`src/common/wdl_cfg.svh`:
```
`ifndef WDL_CFG_SVH
`define WDL_CFG_SVH

`define WDL_CTRL_ADDR        16'h0000
`define WDL_KEY_ADDR         16'h0004
`define WDL_STAGE_ADDR       16'h0008
`define WDL_STATUS_ADDR      16'h000C
`define WDL_LOCK_IDX         16'h3FFA
`define WDL_PROT_FIRST_IDX   16'h3FFB
`define WDL_PROT_LAST_IDX    16'h3FFF
`define WDL_PROT_SLOTS       5
`define WDL_CTRL_RST         8'h72
`define WDL_LOCK_BYTE_RST    8'hFF
`define WDL_PROT_RST         8'hFF
`define WDL_LOCK_BIT         7
`define WDL_SEL_LAST_PERIOD  4'h7
`define WDL_SEL_RESET_NOW    4'h8
`define WDL_SEL_DOWNLOAD_NOW 4'h9
`define WDL_RESP_OKAY        2'h0
`define WDL_RESP_SLVERR      2'h2
`define WDL_CLK_PERIOD_NS    4
`define WDL_BASE_TIMEOUT_US  15600
`define WDL_TICK_CYCLES      ((`WDL_BASE_TIMEOUT_US * 1000) / `WDL_CLK_PERIOD_NS)

`endif

```
`src/common/wdl_pkg.sv`:
```
`include "wdl_cfg.svh"
package wdl_pkg;

  typedef struct packed {
    logic [3:0] sel;
    logic       resp_irq;
    logic       flag;
    logic       en;
    logic       unlock;
  } wdl_ctrl_type;

  typedef enum logic [2:0] {
    WDL_REG_CTRL,
    WDL_REG_KEY,
    WDL_REG_STAGE,
    WDL_REG_STATUS,
    WDL_REG_LOCK,
    WDL_REG_PROT,
    WDL_REG_NONE
  } wdl_reg_type;

  typedef enum logic [1:0] {
    WDL_SEL_PERIOD,
    WDL_SEL_RESET,
    WDL_SEL_DOWNLOAD,
    WDL_SEL_INVALID
  } wdl_sel_kind_type;

  function automatic wdl_reg_type wdl_decode(input logic [15:0] addr);
    logic [15:0] idx;
    idx = {2'h0, addr[15:2]};
    if (addr[1:0] != 2'h0) return WDL_REG_NONE;
    if (addr == `WDL_CTRL_ADDR) return WDL_REG_CTRL;
    if (addr == `WDL_KEY_ADDR) return WDL_REG_KEY;
    if (addr == `WDL_STAGE_ADDR) return WDL_REG_STAGE;
    if (addr == `WDL_STATUS_ADDR) return WDL_REG_STATUS;
    if (idx == `WDL_LOCK_IDX) return WDL_REG_LOCK;
    if (idx >= `WDL_PROT_FIRST_IDX && idx <= `WDL_PROT_LAST_IDX) begin
      return WDL_REG_PROT;
    end
    return WDL_REG_NONE;
  endfunction : wdl_decode

  function automatic logic [2:0] wdl_slot(input logic [15:0] addr);
    logic [15:0] diff;
    diff = {2'h0, addr[15:2]} - `WDL_PROT_FIRST_IDX;
    return diff[2:0];
  endfunction : wdl_slot

  function automatic wdl_sel_kind_type wdl_sel_kind(input logic [3:0] sel);
    if (sel <= `WDL_SEL_LAST_PERIOD) return WDL_SEL_PERIOD;
    if (sel == `WDL_SEL_RESET_NOW) return WDL_SEL_RESET;
    if (sel == `WDL_SEL_DOWNLOAD_NOW) return WDL_SEL_DOWNLOAD;
    return WDL_SEL_INVALID;
  endfunction : wdl_sel_kind

endpackage : wdl_pkg

```
`src/common/wdl_reg_if.sv`:
```
`timescale 1ns/10ps
`default_nettype none
interface wdl_reg_if;
  logic        wr_en;
  logic [15:0] wr_addr;
  logic [31:0] wr_data;
  logic [3:0]  wr_strb;
  logic        wr_err;
  logic        rd_en;
  logic [15:0] rd_addr;
  logic [31:0] rd_data;
  logic        rd_err;

  modport slave_side (
    output wr_en, wr_addr, wr_data, wr_strb, rd_en, rd_addr,
    input  wr_err, rd_data, rd_err
  );
  modport regs_side (
    input  wr_en, wr_addr, wr_data, wr_strb, rd_en, rd_addr,
    output wr_err, rd_data, rd_err
  );
endinterface : wdl_reg_if
`default_nettype wire

```
`src/logic/wdl_axil_slave.sv`:
```
`include "wdl_cfg.svh"
`timescale 1ns/10ps
`default_nettype none
module wdl_axil_slave
  import wdl_pkg::*;
(
  input  wire logic         aclk,
  input  wire logic         aresetn,
  input  wire logic [15:0]  awaddr,
  input  wire logic         awvalid,
  output var  logic         awready,
  input  wire logic [31:0]  wdata,
  input  wire logic [3:0]   wstrb,
  input  wire logic         wvalid,
  output var  logic         wready,
  output var  logic [1:0]   bresp,
  output var  logic         bvalid,
  input  wire logic         bready,
  input  wire logic [15:0]  araddr,
  input  wire logic         arvalid,
  output var  logic         arready,
  output var  logic [31:0]  rdata,
  output var  logic [1:0]   rresp,
  output var  logic         rvalid,
  input  wire logic         rready,
  wdl_reg_if.slave_side     regs
);
  logic        aw_full_q, aw_full_d, w_full_q, w_full_d, ar_full_q, ar_full_d;
  logic [15:0] awaddr_q, awaddr_d, araddr_q, araddr_d;
  logic [31:0] wdata_q, wdata_d, rdata_d;
  logic [3:0]  wstrb_q, wstrb_d;
  logic        bvalid_d, rvalid_d;
  logic [1:0]  bresp_d, rresp_d;

  // Address and data are held until both are present, then one strobe.
  always_comb begin
    aw_full_d = aw_full_q;
    w_full_d  = w_full_q;
    ar_full_d = ar_full_q;
    awaddr_d  = awaddr_q;
    wdata_d   = wdata_q;
    wstrb_d   = wstrb_q;
    araddr_d  = araddr_q;
    bvalid_d  = bvalid;
    bresp_d   = bresp;
    rvalid_d  = rvalid;
    rresp_d   = rresp;
    rdata_d   = rdata;
    awready   = !aw_full_q && !bvalid;
    wready    = !w_full_q && !bvalid;
    arready   = !ar_full_q && !rvalid;
    regs.wr_en   = aw_full_q && w_full_q;
    regs.wr_addr = awaddr_q;
    regs.wr_data = wdata_q;
    regs.wr_strb = wstrb_q;
    regs.rd_en   = ar_full_q;
    regs.rd_addr = araddr_q;
    if (awvalid && awready) begin
      aw_full_d = 1'b1;
      awaddr_d  = awaddr;
    end
    if (wvalid && wready) begin
      w_full_d = 1'b1;
      wdata_d  = wdata;
      wstrb_d  = wstrb;
    end
    if (bvalid && bready) bvalid_d = 1'b0;
    if (regs.wr_en) begin
      aw_full_d = 1'b0;
      w_full_d  = 1'b0;
      bvalid_d  = 1'b1;
      bresp_d   = regs.wr_err ? `WDL_RESP_SLVERR : `WDL_RESP_OKAY;
    end
    if (arvalid && arready) begin
      ar_full_d = 1'b1;
      araddr_d  = araddr;
    end
    if (rvalid && rready) rvalid_d = 1'b0;
    if (regs.rd_en) begin
      ar_full_d = 1'b0;
      rvalid_d  = 1'b1;
      rdata_d   = regs.rd_data;
      rresp_d   = regs.rd_err ? `WDL_RESP_SLVERR : `WDL_RESP_OKAY;
    end
  end

  always_ff @(posedge aclk) begin
    if (!aresetn) begin
      aw_full_q <= 1'b0;
      w_full_q  <= 1'b0;
      ar_full_q <= 1'b0;
      awaddr_q  <= 16'h0000;
      araddr_q  <= 16'h0000;
      wdata_q   <= 32'h0000_0000;
      wstrb_q   <= 4'h0;
      bvalid    <= 1'b0;
      bresp     <= `WDL_RESP_OKAY;
      rvalid    <= 1'b0;
      rresp     <= `WDL_RESP_OKAY;
      rdata     <= 32'h0000_0000;
    end else begin
      aw_full_q <= aw_full_d;
      w_full_q  <= w_full_d;
      ar_full_q <= ar_full_d;
      awaddr_q  <= awaddr_d;
      araddr_q  <= araddr_d;
      wdata_q   <= wdata_d;
      wstrb_q   <= wstrb_d;
      bvalid    <= bvalid_d;
      bresp     <= bresp_d;
      rvalid    <= rvalid_d;
      rresp     <= rresp_d;
      rdata     <= rdata_d;
    end
  end
endmodule : wdl_axil_slave
`default_nettype wire

```
`src/logic/wdl_timebase.sv`:
```
`timescale 1ns/10ps
`default_nettype none
module wdl_timebase #(
  parameter int unsigned TICK_CYCLES = 16
) (
  input  wire logic aclk,
  input  wire logic aresetn,
  input  wire logic run,
  input  wire logic clear,
  output var  logic tick
);
  localparam logic [21:0] LAST = 22'(TICK_CYCLES - 1);
  logic [21:0] cnt_q, cnt_d;
  logic        tick_d;

  // Emits one pulse per base period while running.
  always_comb begin
    cnt_d  = cnt_q;
    tick_d = 1'b0;
    if (clear || !run) begin
      cnt_d = 22'h00_0000;
    end else if (cnt_q == LAST) begin
      cnt_d  = 22'h00_0000;
      tick_d = 1'b1;
    end else begin
      cnt_d = cnt_q + 22'h00_0001;
    end
  end

  always_ff @(posedge aclk) begin
    if (!aresetn) begin
      cnt_q <= 22'h00_0000;
      tick  <= 1'b0;
    end else begin
      cnt_q <= cnt_d;
      tick  <= tick_d;
    end
  end
endmodule : wdl_timebase
`default_nettype wire

```
`src/logic/wdl_top.sv`:
```
// Function
// - A zero lock bit holds enable on and response at reset.
// - The timeout field in bits 7 to 4 stays writable even while locked.
// - The lock bit is key bit 7, so a locked part keys 0x7F, not 0xFF.
// - A key write that matches the stored key byte stores the staged value.
// - The lock and key byte lives at index 0x3FFA and its bits erase to one.
// - A control write counts only right after the write-unlock was set.
// - An expired timeout resets the system unless interrupt response is set.
// - Bit 3 of the control register selects interrupt instead of reset.
// - The timeout interrupt is high priority and no global enable masks it.
// - In interrupt response the watchdog keeps running and fires again.
// - Codes 0-7 give 15.6 ms to 2 s; 8 resets, 9 download-resets, 10-15 void.
// - Setting the enable bit enables the watchdog and clears its counter.
// - Timeout sets the flag, and only zero writes or pin resets clear it.
`include "wdl_cfg.svh"
`timescale 1ns/10ps
`default_nettype none
module wdl_top
  import wdl_pkg::*;
#(
  parameter int unsigned TICK_CYCLES = `WDL_TICK_CYCLES
) (
  input  wire logic         aclk,
  input  wire logic         aresetn,
  input  wire logic         por_n,
  input  wire logic [15:0]  s_axi_awaddr,
  input  wire logic         s_axi_awvalid,
  output var  logic         s_axi_awready,
  input  wire logic [31:0]  s_axi_wdata,
  input  wire logic [3:0]   s_axi_wstrb,
  input  wire logic         s_axi_wvalid,
  output var  logic         s_axi_wready,
  output var  logic [1:0]   s_axi_bresp,
  output var  logic         s_axi_bvalid,
  input  wire logic         s_axi_bready,
  input  wire logic [15:0]  s_axi_araddr,
  input  wire logic         s_axi_arvalid,
  output var  logic         s_axi_arready,
  output var  logic [31:0]  s_axi_rdata,
  output var  logic [1:0]   s_axi_rresp,
  output var  logic         s_axi_rvalid,
  input  wire logic         s_axi_rready,
  output var  logic         wdt_sys_reset,
  output var  logic         wdt_download_reset,
  output var  logic         wdt_irq
);
  wdl_reg_if regs_if ();

  wdl_axil_slave u_bus (
    .aclk    (aclk),
    .aresetn (aresetn),
    .awaddr  (s_axi_awaddr),
    .awvalid (s_axi_awvalid),
    .awready (s_axi_awready),
    .wdata   (s_axi_wdata),
    .wstrb   (s_axi_wstrb),
    .wvalid  (s_axi_wvalid),
    .wready  (s_axi_wready),
    .bresp   (s_axi_bresp),
    .bvalid  (s_axi_bvalid),
    .bready  (s_axi_bready),
    .araddr  (s_axi_araddr),
    .arvalid (s_axi_arvalid),
    .arready (s_axi_arready),
    .rdata   (s_axi_rdata),
    .rresp   (s_axi_rresp),
    .rvalid  (s_axi_rvalid),
    .rready  (s_axi_rready),
    .regs    (regs_if.slave_side)
  );

  wdl_ctrl_type ctrl_q, ctrl_d;
  logic         locked_q, locked_d;
  logic [7:0]   key_q, key_d;
  logic [10:0]  stage_q, stage_d;
  logic         match_q, match_d;
  logic [7:0]   tick_cnt_q, tick_cnt_d;
  logic         sys_rst_d, dl_rst_d, irq_d;
  logic [7:0]   lock_byte_q, lock_byte_d;
  logic [7:0]   prot_q [`WDL_PROT_SLOTS];
  logic [7:0]   prot_d [`WDL_PROT_SLOTS];

  wdl_reg_type  wsel, rsel;
  logic [7:0]   wbyte;
  logic         lane0, access, ctrl_wr, ctrl_ok, key_wr, key_hit;
  logic         tick, tb_clear, timeout, self_rst;
  logic [7:0]   tick_last;

  // Both immediate-reset codes and a timeout reset re-initialise the control
  // register (bar the flag), lock state and timeout count one cycle later, the way the rest of the chip would see it.
  assign self_rst = wdt_sys_reset || wdt_download_reset;

  assign wsel    = wdl_decode(regs_if.wr_addr);
  assign rsel    = wdl_decode(regs_if.rd_addr);
  assign wbyte   = regs_if.wr_data[7:0];
  assign lane0   = regs_if.wr_strb[0];
  assign access  = regs_if.wr_en || regs_if.rd_en;
  assign ctrl_wr = regs_if.wr_en && wsel == WDL_REG_CTRL && lane0;
  assign ctrl_ok = ctrl_wr && ctrl_q.unlock;
  assign key_wr  = regs_if.wr_en && wsel == WDL_REG_KEY && lane0;
  assign key_hit = key_wr && wbyte == lock_byte_q;
  assign regs_if.wr_err = regs_if.wr_en && wsel == WDL_REG_NONE;

  assign tick_last = (8'h01 << ctrl_q.sel[2:0]) - 8'h01;
  assign timeout   = ctrl_q.en && tick && tick_cnt_q == tick_last;
  assign tb_clear  = self_rst || (ctrl_ok && wbyte[1]);

  wdl_timebase #(
    .TICK_CYCLES (TICK_CYCLES)
  ) u_tb (
    .aclk    (aclk),
    .aresetn (aresetn),
    .run     (ctrl_q.en),
    .clear   (tb_clear),
    .tick    (tick)
  );

  always_comb begin
    ctrl_d     = ctrl_q;
    locked_d   = locked_q;
    key_d      = key_q;
    stage_d    = stage_q;
    match_d    = match_q;
    tick_cnt_d = tick_cnt_q;
    sys_rst_d  = 1'b0;
    dl_rst_d   = 1'b0;
    irq_d      = 1'b0;

    if (ctrl_q.en && tick) begin
      tick_cnt_d = timeout ? 8'h00 : tick_cnt_q + 8'h01;
    end
    if (timeout) begin
      if (ctrl_q.resp_irq) begin
        irq_d = 1'b1;
      end else begin
        sys_rst_d = 1'b1;
      end
    end

    if (ctrl_wr && !ctrl_q.unlock && wbyte[0]) begin
      ctrl_d.unlock = 1'b1;
    end else if (access) begin
      ctrl_d.unlock = 1'b0;
    end

    if (ctrl_ok) begin
      unique case (wdl_sel_kind(wbyte[7:4]))
        WDL_SEL_PERIOD:   ctrl_d.sel = wbyte[7:4];
        WDL_SEL_RESET:    sys_rst_d  = 1'b1;
        WDL_SEL_DOWNLOAD: dl_rst_d   = 1'b1;
        WDL_SEL_INVALID:  ctrl_d.sel = ctrl_q.sel;
      endcase
      ctrl_d.resp_irq = wbyte[3];
      ctrl_d.en       = wbyte[1];
      if (!wbyte[2]) ctrl_d.flag = 1'b0;
      if (wbyte[1] || wdl_sel_kind(wbyte[7:4]) == WDL_SEL_PERIOD) begin
        tick_cnt_d = 8'h00;
      end
    end
    if (timeout) ctrl_d.flag = 1'b1;

    if (locked_q) begin
      ctrl_d.en       = 1'b1;
      ctrl_d.resp_irq = 1'b0;
    end

    if (key_wr) begin
      key_d   = wbyte;
      match_d = key_hit;
    end
    if (regs_if.wr_en && wsel == WDL_REG_STAGE) begin
      if (lane0) stage_d[7:0] = wbyte;
      if (regs_if.wr_strb[1]) stage_d[10:8] = regs_if.wr_data[10:8];
    end

    if (self_rst) begin
      ctrl_d      = wdl_ctrl_type'(`WDL_CTRL_RST);
      ctrl_d.flag = ctrl_q.flag;
      locked_d    = !lock_byte_q[`WDL_LOCK_BIT];
      tick_cnt_d  = 8'h00;
      sys_rst_d   = 1'b0;
      dl_rst_d    = 1'b0;
      irq_d       = 1'b0;
    end
  end

  always_ff @(posedge aclk) begin
    if (!aresetn) begin
      ctrl_q             <= wdl_ctrl_type'(`WDL_CTRL_RST);
      locked_q           <= !lock_byte_q[`WDL_LOCK_BIT];
      key_q              <= 8'h00;
      stage_q            <= 11'h7FF;
      match_q            <= 1'b0;
      tick_cnt_q         <= 8'h00;
      wdt_sys_reset      <= 1'b0;
      wdt_download_reset <= 1'b0;
      wdt_irq            <= 1'b0;
    end else begin
      ctrl_q             <= ctrl_d;
      locked_q           <= locked_d;
      key_q              <= key_d;
      stage_q            <= stage_d;
      match_q            <= match_d;
      tick_cnt_q         <= tick_cnt_d;
      wdt_sys_reset      <= sys_rst_d;
      wdt_download_reset <= dl_rst_d;
      wdt_irq            <= irq_d;
    end
  end

  // Flash-resident bytes survive pin and watchdog resets; lock byte writes can
  // only clear bits, a key hit overwrites a whole protect slot, and only a
  // power-on reset erases them back to ones.
  always_comb begin
    lock_byte_d = lock_byte_q;
    for (int i = 0; i < `WDL_PROT_SLOTS; i++) begin
      prot_d[i] = prot_q[i];
    end
    if (regs_if.wr_en && wsel == WDL_REG_LOCK && lane0) begin
      lock_byte_d = lock_byte_q & wbyte;
    end
    if (key_hit && stage_q[10:8] < 3'(`WDL_PROT_SLOTS)) begin
      prot_d[stage_q[10:8]] = stage_q[7:0];
    end
  end

  always_ff @(posedge aclk) begin
    if (!por_n) begin
      lock_byte_q <= `WDL_LOCK_BYTE_RST;
      for (int i = 0; i < `WDL_PROT_SLOTS; i++) begin
        prot_q[i] <= `WDL_PROT_RST;
      end
    end else begin
      lock_byte_q <= lock_byte_d;
      for (int i = 0; i < `WDL_PROT_SLOTS; i++) begin
        prot_q[i] <= prot_d[i];
      end
    end
  end

  always_comb begin
    regs_if.rd_data = 32'h0000_0000;
    regs_if.rd_err  = 1'b0;
    unique case (rsel)
      WDL_REG_CTRL:   regs_if.rd_data[7:0]  = ctrl_q;
      WDL_REG_KEY:    regs_if.rd_data[7:0]  = key_q;
      WDL_REG_STAGE:  regs_if.rd_data[10:0] = stage_q;
      WDL_REG_STATUS: regs_if.rd_data[1:0]  = {match_q, locked_q};
      WDL_REG_LOCK:   regs_if.rd_data[7:0]  = lock_byte_q;
      WDL_REG_PROT:   regs_if.rd_data[7:0] = prot_q[wdl_slot(regs_if.rd_addr)];
      WDL_REG_NONE:   regs_if.rd_err        = 1'b1;
      default:        regs_if.rd_err        = 1'b1;
    endcase
  end
endmodule : wdl_top
`default_nettype wire

```
`config.mk`:
```
export PLATFORM = sky130hd
export DESIGN_NAME = wdl_top
export DESIGN_NICKNAME = d
export VERILOG_FILES = /design/src/common/wdl_pkg.sv /design/src/common/wdl_reg_if.sv /design/src/logic/wdl_axil_slave.sv /design/src/logic/wdl_timebase.sv /design/src/logic/wdl_top.sv
export VERILOG_INCLUDE_DIRS = /design/src /design/src/common
export SDC_FILE = /design/constraint.sdc
export NUM_CORES = 1
export LEC_CHECK = 0
export ABC_AREA = 1
export BUFFER_PORTS_ARGS = -buffer_cell sky130_fd_sc_hd__buf_2
export CAP_MARGIN = 25
export CELL_PAD_IN_SITES_DETAIL_PLACEMENT = 1
export CELL_PAD_IN_SITES_GLOBAL_PLACEMENT = 1
export CORE_AREA = 3 3 146 148
export CTS_BUF_LIST = sky130_fd_sc_hd__clkbuf_16
export CTS_CLUSTER_SIZE = 16
export DETAILED_ROUTE_END_ITERATION = 10
export DIE_AREA = 0 0 149 151
export PLACE_DENSITY_LB_ADDON = 0.1
export SLEW_MARGIN = 5
export SYNTH_ARGS = -nofsm -noshare
export SYNTH_HDL_FRONTEND = slang
export SYNTH_SLANG_ARGS = --single-unit
```
`constraint.sdc`:
```
create_clock -name aclk -period 3.1 [get_ports aclk]
set_input_delay 0.465 -clock aclk [delete_from_list [all_inputs] [get_ports aclk]]
set_output_delay 0.465 -clock aclk [all_outputs]
set_load 0.005 [all_outputs]
```
Word level (Yosys, flattened, before mapping)
Memory sizes are Yosys's and may differ from the RTL's.
Cells that the tools add are included.
- word-level logic and storage cells: 286
- RAM bits: 40
- flip-flop bits (word level): 136
- input bits: 76
- memories: 1
- reduce and logical (&&, ||, !) cells: 63
- shifts and indexed selects: 1
- $add $sub $neg: 4
- magnitude comparators: 6
- equality and inequality tests: 26
- bitwise operators: 11
- multiplexer cells: 145
- memory list (memory ; depth ; width ; rd ports ; clocked after memory_dff ; write ports ; line ; text):
    prot_q ; 5 ; 8 ; 6 ; 0 ; 5 ; wdl_top.sv:80 ; logic [7:0] prot_q [`WDL_PROT_SLOTS];
- operators by type and width (kind ; number):
    2-to-1 mux 3 bit ; 35
    2-to-1 mux 1 bit ; 85
    2-to-1 mux 8 bit ; 10
    == test 16 x 4 -> 1 bit (second input constant) ; 4
    bitwise mux 40 bit ; 1
    2-to-1 mux 40 bit ; 1
    == test 16 x 3 -> 1 bit (second input constant) ; 2
    logical NOT 16 bit ; 2
    case mux 6 bit (5 select lines) ; 1
    == test 14 bit (second input constant) ; 2
    >= comparator 14 bit (second input constant) ; 2
    logical AND 1 bit ; 26
    demux 8 bit (select 3 bit) ; 1
    adder 22 x 1 -> 22 bit (second input constant) ; 1
    == test 22 bit (second input constant) ; 1
    2-to-1 mux 2 bit ; 10
    == test 8 bit ; 2
    == test 3 bit (second input constant) ; 4
    case mux 2 bit (6 select lines) ; 1
    nonzero test 2 bit ; 6
    OR reduction 3 bit ; 4
    == test 3 x 2 -> 1 bit (second input constant) ; 3
    adder 8 x 1 -> 8 bit (second input constant) ; 1
    bitwise AND 8 bit ; 1
    24 further kinds ; 50

Logic depth before layout (Yosys ltp)
Gate-level depths: netlist (run 1).
- word-level depth: 48
- depth in mapped cells: 17

Modules after synthesis
From an unflattened synthesis (run 1), not the netlist that was laid out.
- cells, all modules: 1532
- area, all modules: 10684.0 um^2
- by module, submodules not included (module ; area an instance (um^2) ; cells each ; instances):
    wdl_top ; 5032.3 ; 737 ; 1
    wdl_axil_slave ; 4406.7 ; 618 ; 1
    wdl_timebase ; 1244.9 ; 177 ; 1

Worst setup path after synthesis (run 1)
OpenSTA, ideal clock, no wires.
- path kind: register to register
- start point: register u_bus.araddr_q[2], in the netlist u_bus.regs.rd_addr[2]
- end point: register u_bus.rdata[5]
- library setup time: 0.117 ns
- path slack: 0.765 ns
- period minus slack after synthesis: 2.335 ns
- arrival: 2.218 ns
- cell stages (with the launch flop): 17
- cells stage by stage: dfxtp_1 > clkbuf_1 > clkinv_1 > clkbuf_1 > ha_1 > nand2_1 > nor2_1 > o21ai_1 > nand2_1 > nand2_1 > inv_1 > nand3_1 > inv_1 > nand2_1 > nand3_1 > nor2_1 > nor2_1
- longest elaborated chain between the ends: 19
- ends and longest elaborated chain (element ; line ; text):
    start, declared ; wdl_axil_slave.sv:29 ; logic [15:0] awaddr_q, awaddr_d, araddr_q, araddr_d;
    start signal, assigned ; wdl_axil_slave.sv:106 ; araddr_q <= araddr_d;
    branches (longest 18 deep; another with >= comparator 14 bit) ; -- ;
    case mux 6 bit (5 select lines) (*) ; wdl_top.sv:244 ; unique case (rsel)
    end signal, assigned ; wdl_axil_slave.sv:113 ; rdata <= rdata_d;
    end, declared ; wdl_axil_slave.sv:22 ; output var logic [31:0] rdata,
Mark *: on every way between the ends. The select of a mux whose other input is x is not followed.
A chain may end at the register's enable or synchronous reset.

Worst setup path after layout (run 1)
- start point: register u_bus.araddr_q[2], in the netlist u_bus.regs.rd_addr[2]
- end point: register u_bus.rdata[7]
The elaborated chain is that of the path after synthesis.

==> flow_metrics.tcl, run 1 <==
set metrics [dict create \
    postLayoutCoreUtil 0.466 \
    yosysWarnings 0 \
    synth_top_area_share 0.422 \
    start_kind "flop" \
    ys_async_sr_fraction 0 \
    drt_iter0_drc 339 \
    antenna_found_initial 0 \
    ant_nets 0 \
    timing.final.crit_share 0.865 \
    gp_congestion 0.846 \
    clk_path_buf_depth 2 \
    chipWidth_um 149 \
    placed_area_sq_um 8790 \
    slew_violations 0 \
    vias 7753 \
    setup_slack_ns 0.418 \
    yosysTopAreaCell "dfxtp_1" \
    intPower_w 0.00381 \
    syn_area_per_cell_sq_um 7.18 \
    cts_hold_buf 0 \
    num_rows 52 \
    hold_viol 0 \
    worstPathArrival_ns 3.04 \
    synth_cell_type_count 37 \
    drtPass1Iterations 5 \
    maxCapViolations 0 \
    dp_hpwl_um 18200 \
    overflow 0 \
    p_sw_frac 0.256 \
    insertion_delay_ns 0.43 \
    p_comb_frac 0.092 \
    drc 0 \
    core-area_sq_um 20200 \
    max_freq_mhz 373 \
    path_max_fanout 18 \
    p_leak_nw 4.20 \
    boundaryPins 120 \
    setup_viol_count_final 0 \
    synth_cells 1142 \
    cts_resized 0 \
    nNetsFinal 1304 \
    powerDensity_nw_per_um2 545 \
    yosysSeqAreaShare 0.426 \
    cts_setup_buffers 0 \
    drive_gt1_frac 0.122 \
    tns_ns 0 \
    synth_seq_cells 174 \
    rsz0062_at_grt "false" \
    status "completed" \
    critical_path_class "flop to flop" \
    netlist_top_cells_count "nor2_1 (208), nand2_1 (190), dfxtp_1 (173), nand3_1 (151), inv_1 (82)" \
    final_cells 1496 \
    cts_sinks 174 \
    dp_cells 1464 \
    grt_use_total 0.221 \
    first_global_vias 7648 \
    worst_pin_slew_ns 0.957 \
    tritoncts "yes" \
    clkPwrFrac 0.445 \
    slew_headroom 0.362 \
    grt_max_degree 68 \
    fillers 2642 \
    synth_edf_count 1 \
    initial_core_util 0.407 \
    syn2layout_area_growth_pct 14.7 \
    grt_pass1_wl_um 39500 \
    synth_area_leaders "dfxtp_1 (42%), nor2_1 (9.5%), nand3_1 (9.2%)" \
    worstPathRequired_ns 3.46 \
    p_sw_w 0.00131 \
    end_kind "flop" \
    preCtsSetupSlack_ns 0.489 \
    cts.clk_slew.worst_paths_ns 0.06 \
    die-height_um 151 \
    wire_per_inst_um 16.2 \
    yosysMostFrequentCell "nor2_1" \
    finClkSkew_ns 0.00961 \
    cts_buffers 17 \
    period_needed_ns 2.68 \
    viasPerCell 5.18 \
    drt-total-wl_um 24300 \
    hold_class "input pin to flop" \
    diodes 0 \
    syn_area_sq_um 8200 \
    io_buffer_count 73 \
    fin_area_sq_um 9410 \
    seq_power_share 0.463 \
    dieArea_sq_um 22500 \
    ir_worst_vdd_v 0.000271 \
    yosys_most_used_dff "dfxtp_1" \
    clockRootBuffer "clkbuf_16" \
    h-tree-depth 4 \
]
-- sequential cells by signal, summed over array words and instances, names as in the netlist, 2 cells and up --
register / count
ctrl_q: 8
u_tb.cnt_q: 22
stage_q: 11
u_bus.regs.rd_addr: 16
prot_q: 40
tick_cnt_q: 8
u_bus.rdata: 11
u_bus.regs.wr_addr: 16
key_q: 8
u_bus.regs.wr_strb: 2
u_bus.regs.wr_data: 11
lock_byte_q: 8
-- layout by cell type (no fill, tap or decap), drive strengths merged, types with 14 or more instances in the layout --
master	count
nor2	214
nand2	199
dfxtp	173
nand3	151
buf	92
inv	86
o21ai	79
a21oi	38
nand4	24
conb	23
xor2	22
o211ai	18
clkbuf	17
ha	15
nor3	15
clkinv	14
-- critical path, cell delays in order, from the launching register on --
cell     delay, ns
dfxtp_1       0.33
buf_4         0.24
ha_1          0.26
nand2_1       0.07
nor2_1        0.11
nand2_1       0.09
nand2_1       0.09
nand2_1       0.05
nand2_1       0.12
nand2_1       0.28
nor2_2        0.52
nand3_1       0.15
nand3_1       0.14
nor2_1        0.06
nor2_1        0.08
-- per-stage QoR --
stage | hold slack (ns) | total power, W
after global placement | 0.432 | 0.00289
after detailed placement | 0.438 | 0.00290
after CTS | 0.204 | 0.00517
after floorplan | 0.419 | 0.00273
final | 0.216 | 0.00513
after global routing | 0.221 | 0.00534
-- metal layers --
layer | up-vias | share of wire | global-route usage
li1 | 3868 | - | -
met1 | 3714 | 0.49 | 0.308
met2 | 149 | 0.45 | 0.358
met3 | 22 | 0.045 | 0.0395
met4 | 0 | 0.0093 | 0.0513
met5 | - | 0 | 0
-- power groups by stage --
stage                     logic, W  clock network [W]  registers [W]
after floorplan           0.000322                  0        0.00240
after global placement    0.000465                  0        0.00242
after detailed placement  0.000474                  0        0.00242
after CTS                 0.000478            0.00232        0.00237
after global routing      0.000539            0.00242        0.00238
final                     0.000471            0.00228        0.00237
-- final timing paths --
check | endpoint | slack, ns | cells past startpoint | startpoint
setup / recovery | u_bus.rdata[7] | 0.42 | 14 | u_bus.regs.rd_addr[2]
hold / removal | u_bus.rvalid | 0.22 | 2 | s_axi_rready
setup reg to reg | u_bus.rdata[7] | 0.42 | 14 | u_bus.regs.rd_addr[2]
hold reg to reg | ctrl_q[7] | 0.45 | 2 | ctrl_q[7]
-- layout make-up --
| class | instances | area [sq um] | area share |
|---|---|---|---|
| clock buffers | 17 | 425 | 0.0452 |
| clock inverters | 15 | 194 | 0.0206 |
| inverters | 90 | 339 | 0.0360 |
| multi-input cells | 838 | 4110 | 0.437 |
| flip-flops and latches | 174 | 3490 | 0.371 |
| well taps | 270 | 338 | 0.0359 |
| repair buffers | 92 | 508 | 0.0540 |
-- logic make-up after synthesis --
logic type / synth area share
XOR/XNOR: 0.0363
other: 0.000457
AND/OR/NAND/NOR: 0.329
AO/OA/AOI/OAI: 0.103
flip-flops: 0.426
adder cells (fa/ha/maj): 0.0229
buffers and inverters: 0.0829
Power figures use the tool's default switching activity.
==> inputs of run 2 (changes only) <==
Settings changed: CTS_CLUSTER_SIZE 16 to default, RECOVER_POWER from default to 50.
==> flow_metrics.tcl, run 2 (synthesis results as in run 1) <==
set metrics [dict create \
    syn2layout_area_growth_pct 14.3 \
    cts.clk_slew.worst_paths_ns 0.06 \
    gp_congestion 0.846 \
    drive_gt1_frac 0.112 \
    worstReg2RegEnd "u_bus.rdata[7]" \
    viasPerCell 5.18 \
    ir_worst_vdd_v 0.000272 \
    period_needed_ns 2.67 \
    boundaryPins 120 \
    fillers 2644 \
    end_kind "flop" \
    diodes 0 \
    top_regs "prot_q (40), u_tb.cnt_q (22)" \
    status "completed" \
    wire_per_inst_um 16.2 \
    core-area_sq_um 20200 \
    grt_max_degree 68 \
    max_freq_mhz 374 \
    slew_headroom 0.105 \
    h-tree-depth 4 \
    cts_setup_buffers 0 \
    timing.final.crit_share 0.862 \
    num_rows 52 \
    hp-start "s_axi_rready" \
    initial_core_util 0.407 \
    drtPass1Iterations 6 \
    nNetsFinal 1304 \
    vias 7756 \
    cts_resized 0 \
    overflow 0 \
    critical_path_class "flop to flop" \
    finClkSkew_ns 0.0105 \
    dp_hpwl_um 18200 \
    first_global_vias 7648 \
    hold_end "u_bus.rvalid" \
    clockRootBuffer "clkbuf_16" \
    holdPathStages 2 \
    dp_cells 1464 \
    ff2ff_path_depth 14 \
    max_flop_register "prot_q" \
    largest_reg_flops 40 \
    drt_iter0_drc 359 \
    grt_pass1_wl_um 39500 \
    layout_common_cells "nor2_1 (208), nand2_1 (192), dfxtp_1 (173)" \
    hold_viol 0 \
    drt-total-wl_um 24300 \
    dieArea_sq_um 22500 \
    worst_pin_slew_ns 1.34 \
    p_leak_nw 4.16 \
    worstPathArrival_ns 3.03 \
    start_kind "flop" \
    setup_viol_count_final 0 \
    final_cells 1496 \
    path_max_fanout 18 \
    die-height_um 151 \
    powerDensity_nw_per_um2 546 \
    holdWs_ns 0.215 \
    io_buffer_count 73 \
    maxCapViolations 0 \
    chipWidth_um 149 \
    cts_sinks 174 \
    clk_path_buf_depth 2 \
    worstPathRequired_ns 3.46 \
    hold_class "input pin to flop" \
    grt_use_total 0.221 \
    cts_hold_buf 0 \
    final_common_cell "nor2_1" \
    insertion_delay_ns 0.43 \
    postLayoutCoreUtil 0.465 \
    tritoncts "yes" \
    reg2reg_slack_ns 0.43 \
    slew_violations 0 \
    ant_nets 0 \
    cts_buffers 17 \
    tns_ns 0 \
    antenna_found_initial 0 \
    rsz0062_at_grt "false" \
    drc 0 \
    r2r-start "u_bus.regs.rd_addr[2]" \
]
-- run 2: cell types whose count changed in the layout (fill, tap and decap cells not counted), moves of 2 or more --
cell / change
buf_2: -8
buf_4: -4
clkbuf_1: +9
clkbuf_2: +3
nand2_1: +2
nand2_2: -2
-- run 2: cell type report --
type	instances	area, sq um	area share
flip-flops and latches	174	3490	0.373
well taps	270	338	0.0360
inverters	90	339	0.0362
clock inverters	15	194	0.0207
repair buffers	92	487	0.0519
multi-input cells	838	4100	0.437
clock buffers	17	425	0.0454
-- run 2: critical path, cell delays in order (launching register included) --
cell and delay [ns]:
dfxtp_1 0.34, buf_4 0.24, ha_1 0.26, nand2_1 0.07
nor2_1 0.11, nand2_1 0.10, nand2_1 0.10, nand2_1 0.05
nand2_1 0.12, nand2_1 0.28, nor2_2 0.51, nand3_1 0.15
nand3_1 0.14, nor2_1 0.06, nor2_1 0.08
-- run 2: report_power, final --
part	internal (W)	leakage, nW	switching (W)
combinational	0.000151	2.43	0.000317
clock	0.00135	0.306	0.000931
sequential	0.00231	1.42	0.0000627
-- run 2: worst max-delay path by stage --
stage | start | to | cells after the start
6_report | u_bus.regs.rd_addr[2] | u_bus.rdata[7] | 14
5_1_grt | u_bus.regs.rd_addr[2] | u_bus.rdata[5] | 14
4_1_cts | u_bus.regs.rd_addr[2] | u_bus.rdata[7] | 14
3_5_place_dp | u_bus.regs.rd_addr[2] | u_bus.rdata[5] | 14
3_3_place_gp | u_bus.regs.rd_addr[2] | u_bus.rdata[3] | 14
2_1_floorplan | u_bus.regs.rd_addr[2] | u_bus.rdata[5] | 16
-- run 2: metal layers --
layer	global-route usage	vias to the layer above	wire length (um)
met5	0	-	0
met4	0.0513	0	230
met3	0.0395	23	1060
met2	0.358	148	11100
met1	0.308	3714	12000
li1	-	3871	-
-- run 2: per-stage QoR --
stage	power [W]	cell area, sq um	setup slack, ns
finish	0.00512	9380	0.428
global route	0.00534	9380	0.0884
CTS	0.00517	9410	0.441
detailed placement	0.00290	8790	0.489
global placement	0.00289	8790	0.509
floorplan	0.00273	8280	0.765
